### config.mk
export PLATFORM = sky130hd
export DESIGN_NAME = core_status_option_pc
export DESIGN_NICKNAME = d
export VERILOG_FILES = /design/src/hdl/core_regs_pkg.sv /design/src/hdl/alu_flags.sv /design/src/hdl/core_status_option_pc.sv /design/src/hdl/pc_unit.sv
export SDC_FILE = /design/constraint.sdc
export NUM_CORES = 1
export LEC_CHECK = 0
export ABC_AREA = 0
export BUFFER_PORTS_ARGS = -buffer_cell sky130_fd_sc_hd__buf_2
export CORE_MARGIN = 2
export CORE_UTILIZATION = 55
export DETAILED_ROUTE_END_ITERATION = 7
export PLACE_DENSITY = 0.81
export SLEW_MARGIN = 20
export SYNTH_ARGS = -nofsm -noshare
export SYNTH_HDL_FRONTEND = slang
export SYNTH_SLANG_ARGS = --single-unit
### constraint.sdc
create_clock -name clock_i -period 4.6 [get_ports clock_i]
set_input_delay 0.23 -clock clock_i [delete_from_list [all_inputs] [get_ports clock_i]]
set_output_delay 0.23 -clock clock_i [all_outputs]
set_load 0.005 [all_outputs]
### src/hdl/core_regs_pkg.sv
// shared constants and types for the core status, option and pc block
package core_regs_pkg;
   localparam logic [4:0] STATUS_ADDR = 5'h03;
   localparam logic [4:0] PCL_ADDR = 5'h02;
   localparam int PC_W = 11;
   localparam logic [10:0] RESET_VECTOR = 11'h7ff;
   localparam logic [5:0] CFG_RESET = 6'h3f;
   localparam int CFG_SRC_BIT = 5;
   localparam int CFG_EDGE_BIT = 4;
   localparam int CFG_PSA_BIT = 3;
   localparam int ST_PAGE_LSB = 5;
   localparam int ST_WDX_BIT = 4;
   localparam int ST_PD_BIT = 3;
   localparam int ST_Z_BIT = 2;
   localparam int ST_DC_BIT = 1;
   localparam int ST_C_BIT = 0;
   localparam logic [2:0] PAGE_RESET = 3'h0;

   typedef enum logic [2:0] {
      ALU_NONE, ALU_ADD, ALU_SUB, ALU_RRF, ALU_RLF, ALU_LOGIC
   } alu_op_t;

   typedef enum logic [2:0] {
      PC_SEQ, PC_JUMP, PC_CALL, PC_WRITE_LOW, PC_HOLD
   } pc_op_t;

   typedef struct packed {
      logic [2:0] page;
      logic wdx;
      logic pd;
      logic z;
      logic dc;
      logic c;
   } status_t;

   typedef struct packed {
      logic src;
      logic edge_sel;
      logic prescaler_assign;
      logic [2:0] ratio;
   } cfg_t;
endpackage : core_regs_pkg

### src/hdl/alu_flags.sv
// computes the alu result and arithmetic flags for one operation
`timescale 1ns/100ps
`default_nettype none
module alu_flags
   import core_regs_pkg::*;
(
   input wire alu_op_t op_i,
   input wire logic [7:0] a_i,
   input wire logic [7:0] b_i,
   input wire logic c_in_i,
   output logic [7:0] result_o,
   output logic z_o,
   output logic dc_o,
   output logic c_o,
   output logic upd_zdc_o,
   output logic upd_c_o
);
   logic [8:0] sum;
   logic [4:0] nib;
   always_comb begin
      sum = 9'h000;
      nib = 5'h00;
      result_o = a_i;
      c_o = c_in_i;
      dc_o = 1'b0;
      upd_zdc_o = 1'b0;
      upd_c_o = 1'b0;
      unique case (op_i)
         ALU_ADD: begin
            sum = {1'b0, a_i} + {1'b0, b_i};
            nib = {1'b0, a_i[3:0]} + {1'b0, b_i[3:0]};
            result_o = sum[7:0];
            c_o = sum[8];
            dc_o = nib[4];
            upd_zdc_o = 1'b1;
            upd_c_o = 1'b1;
         end
         ALU_SUB: begin
            // a - b as a + ~b + 1, carry out is the inverted borrow
            sum = {1'b0, a_i} + {1'b0, ~b_i} + 9'h001;
            nib = {1'b0, a_i[3:0]} + {1'b0, ~b_i[3:0]} + 5'h01;
            result_o = sum[7:0];
            c_o = sum[8];
            dc_o = nib[4];
            upd_zdc_o = 1'b1;
            upd_c_o = 1'b1;
         end
         ALU_RRF: begin
            result_o = {c_in_i, a_i[7:1]};
            c_o = a_i[0];
            upd_c_o = 1'b1;
         end
         ALU_RLF: begin
            result_o = {a_i[6:0], c_in_i};
            c_o = a_i[7];
            upd_c_o = 1'b1;
         end
         ALU_LOGIC: begin
            result_o = b_i;
            upd_zdc_o = 1'b1;
         end
         default: begin
            result_o = a_i;
         end
      endcase
      z_o = (result_o == 8'h00);
   end
endmodule : alu_flags
`default_nettype wire

### src/hdl/core_status_option_pc.sv
// core status register, write-only timer configuration and program counter
`timescale 1ns/100ps
`default_nettype none
module core_status_option_pc
   import core_regs_pkg::*;
(
   input wire logic clock_i,
   input wire logic rstn_i,
   input wire logic por_i,
   input wire logic wdt_clear_i,
   input wire logic sleep_i,
   input wire logic wdt_timeout_i,
   input wire logic option_load_i,
   input wire logic [7:0] acc_i,
   input wire alu_op_t alu_op_i,
   input wire logic [7:0] alu_a_i,
   input wire logic [7:0] alu_b_i,
   input wire logic file_wr_i,
   input wire logic [4:0] file_addr_i,
   input wire logic [7:0] file_wdata_i,
   input wire logic jump_i,
   input wire logic call_i,
   input wire logic stall_i,
   input wire logic [8:0] insn_addr_i,
   input wire logic [7:0] call_addr_i,
   input wire logic ext_count_pin_i,
   input wire logic instr_clk_tick_i,
   output logic [7:0] file_rdata_o,
   output logic [7:0] alu_result_o,
   output logic [10:0] pc_o,
   output logic timer_tick_o,
   output logic wdt_tick_o
);
   status_t status_r;
   status_t status_nxt;
   cfg_t cfg_r;
   cfg_t cfg_nxt;
   logic pin_q_r;
   logic pin_q_nxt;
   logic [7:0] presc_r;
   logic [7:0] presc_nxt;
   logic [8:0] presc_ext;
   logic timer_tick_r;
   logic timer_tick_nxt;
   logic wdt_tick_r;
   logic wdt_tick_nxt;
   logic [7:0] result;
   logic z_new;
   logic dc_new;
   logic c_new;
   logic upd_zdc;
   logic upd_c;
   logic wr_status;
   logic wr_pcl;
   logic src_evt;
   logic [3:0] shift;
   pc_op_t pc_op;
   logic [7:0] pc_low;

   alu_flags u_alu (
      .op_i(alu_op_i),
      .a_i(alu_a_i),
      .b_i(alu_b_i),
      .c_in_i(status_r.c),
      .result_o(result),
      .z_o(z_new),
      .dc_o(dc_new),
      .c_o(c_new),
      .upd_zdc_o(upd_zdc),
      .upd_c_o(upd_c)
   );

   // status writes carry raw file_wdata_i into page, z, dc and c but not wdx or pd; status flag bits that the alu operation updates take the alu flags instead
   assign wr_status = file_wr_i && (file_addr_i == STATUS_ADDR);
   assign wr_pcl = file_wr_i && (file_addr_i == PCL_ADDR);

   always_comb begin
      status_nxt = status_r;
      if (wr_status) begin
         status_nxt.page = file_wdata_i[7:5];
         if (!upd_zdc) begin
            status_nxt.z = file_wdata_i[ST_Z_BIT];
            status_nxt.dc = file_wdata_i[ST_DC_BIT];
         end
         if (!upd_c) begin
            status_nxt.c = file_wdata_i[ST_C_BIT];
         end
      end
      if (upd_zdc) begin
         status_nxt.z = z_new;
         status_nxt.dc = dc_new;
      end
      if (upd_c) begin
         status_nxt.c = c_new;
      end
      if (wdt_timeout_i) begin
         status_nxt.wdx = 1'b0;
      end
      if (sleep_i) begin
         status_nxt.wdx = 1'b1;
         status_nxt.pd = 1'b0;
      end
      if (wdt_clear_i || por_i) begin
         status_nxt.wdx = 1'b1;
         status_nxt.pd = 1'b1;
      end
   end

   always_comb begin
      cfg_nxt = cfg_r;
      if (option_load_i) begin
         cfg_nxt = acc_i[5:0];
      end
   end

   // prescaler: source select, edge detect, then divide
   always_comb begin
      pin_q_nxt = ext_count_pin_i;
      if (cfg_r.src) begin
         src_evt = cfg_r.edge_sel ? (pin_q_r && !ext_count_pin_i)
                                  : (!pin_q_r && ext_count_pin_i);
      end else begin
         src_evt = instr_clk_tick_i;
      end
      presc_nxt = presc_r;
      timer_tick_nxt = 1'b0;
      wdt_tick_nxt = 1'b0;
      presc_ext = {1'b0, presc_r} + 9'h001;
      shift = cfg_r.prescaler_assign ? {1'b0, cfg_r.ratio} : ({1'b0, cfg_r.ratio} + 4'h1);
      if (cfg_r.prescaler_assign) begin
         // watchdog path counts the instruction tick as its stand-in source
         if (instr_clk_tick_i) begin
            if (shift == 4'h0 || presc_ext[shift[2:0]] && presc_ext[7:0] == (8'h01 << shift)) begin
               presc_nxt = 8'h00;
               wdt_tick_nxt = 1'b1;
            end else begin
               presc_nxt = presc_ext[7:0];
            end
         end
      end else if (src_evt) begin
         if (presc_ext == (9'h001 << shift)) begin
            presc_nxt = 8'h00;
            timer_tick_nxt = 1'b1;
         end else begin
            presc_nxt = presc_ext[7:0];
         end
      end
   end

   always_ff @(posedge clock_i) begin
      if (!rstn_i) begin
         status_r <= '{page: PAGE_RESET, wdx: 1'b1, pd: 1'b1, z: 1'b0, dc: 1'b0, c: 1'b0};
         cfg_r <= CFG_RESET;
         pin_q_r <= 1'b0;
         presc_r <= 8'h00;
         timer_tick_r <= 1'b0;
         wdt_tick_r <= 1'b0;
      end else begin
         status_r <= status_nxt;
         cfg_r <= cfg_nxt;
         pin_q_r <= pin_q_nxt;
         presc_r <= presc_nxt;
         timer_tick_r <= timer_tick_nxt;
         wdt_tick_r <= wdt_tick_nxt;
      end
   end

   always_comb begin
      if (jump_i) begin
         pc_op = PC_JUMP;
         pc_low = result;
      end else if (call_i) begin
         pc_op = PC_CALL;
         pc_low = call_addr_i;
      end else if (wr_pcl) begin
         pc_op = PC_WRITE_LOW;
         pc_low = file_wdata_i;
      end else if (stall_i) begin
         pc_op = PC_HOLD;
         pc_low = result;
      end else begin
         pc_op = PC_SEQ;
         pc_low = result;
      end
   end

   pc_unit u_pc (
      .clock_i(clock_i),
      .rstn_i(rstn_i),
      .op_i(pc_op),
      .target_i(insn_addr_i),
      .low_i(pc_low),
      .page_i(status_r.page[1:0]),
      .pc_o(pc_o)
   );

   // configuration is write-only, so no file address returns it
   always_comb begin
      unique case (file_addr_i)
         STATUS_ADDR: file_rdata_o = status_r;
         PCL_ADDR: file_rdata_o = pc_o[7:0];
         default: file_rdata_o = 8'h00;
      endcase
   end
   assign alu_result_o = result;
   assign timer_tick_o = timer_tick_r;
   assign wdt_tick_o = wdt_tick_r;
endmodule : core_status_option_pc
`default_nettype wire

### src/hdl/pc_unit.sv
// program counter with sequential, jump, call and low byte write loads
`timescale 1ns/100ps
`default_nettype none
module pc_unit
   import core_regs_pkg::*;
(
   input wire logic clock_i,
   input wire logic rstn_i,
   input wire pc_op_t op_i,
   input wire logic [8:0] target_i,
   input wire logic [7:0] low_i,
   input wire logic [1:0] page_i,
   output logic [10:0] pc_o
);
   logic [10:0] pc_r;
   logic [10:0] pc_nxt;
   always_comb begin
      pc_nxt = pc_r;
      unique case (op_i)
         PC_SEQ: pc_nxt = pc_r + 11'h001;
         PC_JUMP: pc_nxt = {page_i, target_i};
         PC_CALL, PC_WRITE_LOW: pc_nxt = {page_i, 1'b0, low_i};
         PC_HOLD: pc_nxt = pc_r;
         default: pc_nxt = pc_r;
      endcase
   end
   always_ff @(posedge clock_i) begin
      if (!rstn_i) begin
         pc_r <= RESET_VECTOR;
      end else begin
         pc_r <= pc_nxt;
      end
   end
   assign pc_o = pc_r;
endmodule : pc_unit
`default_nettype wire

# After elaboration in Yosys (flattened, before gate mapping)
# Index checks and enable logic that the tools add are counted.
[totals]
regBits = 36
input_bits = 70
out_inout_bits = 29
word_cells = 101
[op_classes]
addsub = 9
order_cmp = 1
n_eq_ne = 14
shift = 2
muxes = 31
bitwise_logic = 4
reduce_logical = 25
[ops]
columns = ["operator", "n"]
rows = [
  ["$mux W8", 8],
  ["$pmux W8 S5", 1],
  ["$pmux W11 S3", 1],
  ["$add A8 B8 Y9", 2],
  ["$pmux W8 S2", 1],
  ["$mux W3", 5],
  ["$eq A3 B2 Y1 const B", 4],
  ["$add A11 B1 Y11 const B", 1],
  ["$add A4 B4 Y5", 2],
  ["$eq A5 B2 Y1 const B", 2],
  ["$add A8 B1 Y9 const B", 1],
  ["$add A9 B1 Y9 const B", 1],
  ["$eq A9 B9 Y1", 1],
  ["$mux W1", 9],
  ["$reduce_or A3 Y1", 3],
  ["$shl A1 B4 Y9 const A", 1],
  ["$eq A8 B8 Y1", 1],
  ["$logic_not A8 Y1", 1],
  ["$not A8 Y8", 1],
  ["$shl A1 B4 Y8 const A", 1],
  ["$eq A3 B1 Y1 const B", 2],
  ["$eq A3 B3 Y1 const B", 2],
  ["$reduce_bool A2 Y1", 3],
  ["$add A5 B1 Y5 const B", 1],
  ["21 further kinds", 31],
]

# Longest topological paths before layout
[logic_depth]
word_depth = 9
ltp_mapped = 11
mapped_depth_nobuf = 11

# Modules after synthesis
# Synthesis repeated with hierarchy kept, for this count alone.
[hier_totals]
hier_cells = 568
area_unflattened_um2 = 4260.3
[by_module_without_submodules]
columns = ["module", "instances", "cells_each", "area_each_um2", "seq_area_each_um2"]
rows = [
  ["core_status_option_pc", 1, 280, 2194.6, 500.5],
  ["alu_flags", 1, 185, 1275.0, 0.0],
  ["pc_unit", 1, 103, 790.8, 220.2],
]

# Worst setup path before layout
# Ideal clock, no wire load.
[synth_timing]
kind = "reg-to-reg"
start = "register cfg_r[1] (netlist name)"
end = "register presc_r[4]"
setup_ns = 0.132
t_arrival_ns = 2.478
required_time_ns = 4.468
path_slack_ns = 1.990
path_stages_with_launch = 11
n_path_buf = 1
synth_period_minus_slack_ns = 2.610
path_cell_list = "dfxtp_1 ha_1 buf_2 nor2_1 a311oi_1 a221o_1 a221oi_2 o211ai_2 o41a_1 nand4b_2 o311ai_1"
[synth_via]
elab_chain_cells = 9
word_cells_on_any_way = 16
classes_between = "add/sub: 1; eq/ne: 2; shift: 2; mux: 8; reduce/logical: 3"
[synth_lines]
columns = ["element", "line_no", "rtl"]
rows = [
  ["start, declared", "core_status_option_pc.sv:36", "cfg_t cfg_r;"],
  ["start signal, assigned", "core_status_option_pc.sv:160", "cfg_r <= cfg_nxt;"],
  ["$add A3 B1 Y4", "core_status_option_pc.sv:129", "shift = cfg_r.prescaler_assign ? {1'b0, cfg_r.ratio} : ({1'b0, cfg_r.ratio} + 4'h1);"],
  ["$mux W4 (*)", "core_status_option_pc.sv:129", ""],
  ["$bmux W1 S3 or $shl A1 B4 Y8 (tied branches)", "core_status_option_pc.sv:133", "if (shift == 4'h0 || presc_ext[shift[2:0]] && presc_ext[7:0] == (8'h01 << shift)) begin"],
  ["$mux W1 (implied by the code) or $eq A8 B8 Y1 (tied branches)", "core_status_option_pc.sv:133", ""],
  ["$logic_and A1 B1 Y1", "core_status_option_pc.sv:133", ""],
  ["$logic_or A1 B1 Y1", "core_status_option_pc.sv:133", ""],
  ["$mux W8", "core_status_option_pc.sv:133", ""],
  ["$mux W8", "core_status_option_pc.sv:132", "if (instr_clk_tick_i) begin"],
  ["$mux W8 (*)", "core_status_option_pc.sv:130", "if (cfg_r.prescaler_assign) begin"],
  ["end signal, assigned", "core_status_option_pc.sv:162", "presc_r <= presc_nxt;"],
  ["end, declared", "core_status_option_pc.sv:40", "logic [7:0] presc_r;"],
]
# Mark *: on every way between the ends. The rest lies on a longest branch, timed or not. The select of a mux whose other input is x is not followed.
# A chain may end at the register's enable or synchronous reset.

# Worst setup path after layout
[layout_timing]
start = "register cfg_r[0] (netlist name)"
end = "register presc_r[4]"
# Same word-level chain as after synthesis.

==> results.md <==
* Dpl ws at 1.30 ns
* Synth Register Bits at 36
* Setup_tns at 0 ns
* Crit start category: flip-flop
* Setup crit end kind: flip-flop
* Power per cell area at 213 mW/mm2
* Initial antenna violation count at 0
* Footprint of the multi-input gates at 0.00290 mm2
* Worst-Skew Late Latency at 0.29 ns
* DRC at 0
* Clock sinks at 36
* Core ar. at roughly 0.0068 mm2
* Register area at between 700 and 800 um2
* Total global routing overflow at 0
* Final Hold Vio Count at 0
* Crit share post-route at 0.734
* Unrepaired setup endpoints after global routing: false
* TritonCTS clock tree: built
* Clock transition at path regs at 0.08 ns
* Max H-tree Level at 2
* Vias in the first global route at 3902
* IO Count at 99
* Synth-to-layout area growth at 14.1%
* Main combinational cell family by area after synthesis: compound AO/OA/AOI/OAI gates
* Cell count after synthesis at 517
* Die height at 87.9 um
* Iter 0 DRT Violations at 250
* Sw power at about 0.35 mW
* Synthesized net count at just over 600
* Max cap viols at 0
* Port Buffer Count at 96
* Run status: finished, final reports clean
* Post-DR wirelength/cell at 16.1 um
* Slew HR at 0.385
* Worst Setup Path Type: flip-flop to flip-flop
* Share of cells above drive strength 1 at 0.217
* Number of synthesized flops with an enable pin at 0
* Worst Path Arrival at 3.55 ns
* Count of cell types in the netlist at 82
* Synth Area in XOR/XNOR at 0.0375
* Fin nets at 680
* Int Power at 0.597 mW
* Post-synthesis mux area share at 0.0666
* Clock Path Buffers at 2
* Skew final at 0.0122 ns
* Count of final max-slew check failures at 0
* Post-CTS Setup Bufs at 0
* Worst vdd ir at 0.133 mV
* Vias at 4349
* Post-DP HPWL at 8150 um
* Seq pwr share at 0.382
* Max frequency at 296 MHz
* # setup viols final at 0
* Avg Cell Area, Syn at ~7.5 um2
* WL final at around 11000 um
* Leak pwr at a little under 2 nW
* Post-route setup slack at around 1.2 ns
* Seq/Total Area, Yosys at 0.186
* Vias per cell at 6.35
* Clk pwr share at 0.259
* Combinational Power Share at 0.358
* Synth Area in Simple Gates at 0.247
* Mapped cell area at 0.00387 mm2
* Die Width at 87.9 um
* Initial DRT Pass Iterations at 5
* Die area at 0.00773 mm2
* Largest net degree at the start of global routing at 35
* Post-CTS Hold Buffers at 0
* Switching part of the total power at 0.366
* Filler instances at 608
* Post-CTS sizing at 0
* Root Driver: clkbuf_8
* Asr flop ratio synth at 0
* Synth warn at 0
* Total track usage at 0.285
* Slew @ Worst Pin at between 0.9 and 1 ns
* GPL Wtd Cong at 0.963
* Crit path time final at ~3.4 ns
* Compound-Gate Fraction of Synth Area at 0.322
* Cts bufs inserted at 5
* Adder-cell share of the synthesized area at 0.0750
* # rows at 30
* WP data required at between 4 and 5 ns
* Ant diodes at 0
* Antenna Nets Post-Route at 0
* Worst Path Max Fanout at 22
* Starting Density at 0.570
* Ys flop type: dfxtp_1
* Min-Delay Path Class: primary input to flip-flop
* First-pass GRT wire length at 18000 um
[Yosys cell counts (all sizes together), types with 6 or more instances]
cell type	number	area, um2
a21o	10	75.1
nand2b	9	58.8
inv	29	109
nand4	6	52.6
nor3	15	75.1
o211ai	9	72.6
mux2	6	67.6
a211oi	6	45.0
o21ai	39	195
ha	20	250
dfxtp	36	721
xnor2	9	78.8
mux2i	19	190
nor2b	11	68.8
o21bai	8	60.1
buf	18	95.1
a22oi	9	67.6
clkbuf	14	52.6
a21oi	34	170
nor2	38	150
nand3	16	85.1
a31oi	7	43.8
nor3b	7	52.6
a221oi	10	93.8
nand2	47	176
[worst paths after layout]
check	from	endpoint	slack, ns	depth (start not counted)
worst min register to register	status_r[3]$_SDFFE_PP1P_	status_r[3]$_SDFFE_PP1P_	0.49	2
worst max-delay path	cfg_r[0]$_SDFFE_PN1P_	presc_r[4]$_SDFFE_PN0P_	1.22	9
worst max register to register	cfg_r[0]$_SDFFE_PN1P_	presc_r[4]$_SDFFE_PN0P_	1.22	9
worst min-delay path	wdt_clear_i	status_r[4]$_SDFFE_PP1P_	0.14	3
[final cells by class]
cell class,instances,area share
Tap cell,96,0.0272
Clock inverter,1,0.00170
Clock buffer,7,0.0195
Sequential cell,36,0.163
Multi-Input combinational cell,420,0.655
Timing Repair Buffer,96,0.109
Inverter,29,0.0246
[registers in the layout, summed over array words and instances, names as in the netlist]
name and count:
cfg_r 6, presc_r 8, timer_tick_o 1, status_r 8
wdt_tick_o 1, pin_q_r 1, u_pc.pc_o 11
[worst max-delay path, stage by stage (launching register included)]
cell      delay, ns
dfxtp_1        0.72
ha_1           0.45
nor2_1         0.41
a311oi_1       0.16
a221o_1        0.30
a221oi_2       0.29
o211ai_2       0.17
o41a_1         0.48
nand4b_2       0.17
o311ai_1       0.10
[placed cells by master (no fill, tap or decap), types with 3 or more instances in the layout]
cell and count:
xor2_1 5, nand3b_1 4, nor2b_1 11, nand4_1 5, mux2_2 6, a22oi_1 9
nor3b_1 7, a21o_1 10, clkbuf_8 6, buf_2 96, a311oi_1 3, ha_1 20
nand3_1 15, o21ai_1 7, o221ai_1 3, inv_1 28, a221oi_1 9, dfxtp_1 36
nand2b_1 8, a21oi_1 34, o21a_1 5, a31oi_1 7, o22ai_1 5, nor3_1 15
a211oi_1 6, o21ai_0 32, nor2_1 37, o211ai_1 8, and3_1 4, mux2i_1 19
or2_2 3, nand2_1 47, o21bai_1 8, or4_1 3, o221a_2 3, xnor2_1 9
and2_1 3
[layer usage]
layer,track usage,part of all wire
met1,0.383,0.41
met2,0.487,0.49
met3,0.0386,0.084
met4,0.0643,0.016
met5,0,0
[cell families after synthesis]
logic type | after synthesis
AO/OA/AOI/OAI | 179
XOR/XNOR | 15
flip-flops | 36
adder cells (fa/ha/maj) | 22
AND/OR/NAND/NOR | 179
buffers and inverters | 61
multiplexers | 25
[stage by stage]
step / cell area (um2) / instances / power (mW) / hold slack, ns / utilization
after CTS: 4420 / 685 / 0.935 / 0.139 / 0.650
after detailed placement: 4330 / 677 / 0.695 / 0.439 / 0.637
final: 4420 / 685 / 0.942 / 0.137 / 0.650
after floorplan: 3870 / 517 / 0.590 / 0.326 / -
after global placement: 4330 / 677 / 0.684 / 0.425 / 0.637
after global routing: 4420 / 685 / 0.995 / 0.143 / 0.650
[power groups by stage]
stage | Sequential [mW] | Combinational [mW] | Clock [mW]
after floorplan | 0.351 | 0.239 | 0
after global placement | 0.365 | 0.319 | 0
final | 0.360 | 0.337 | 0.244
after detailed placement | 0.366 | 0.329 | 0
after global routing | 0.363 | 0.370 | 0.261
after CTS | 0.359 | 0.330 | 0.246
Note: power is estimated with default switching activity, not from simulation.
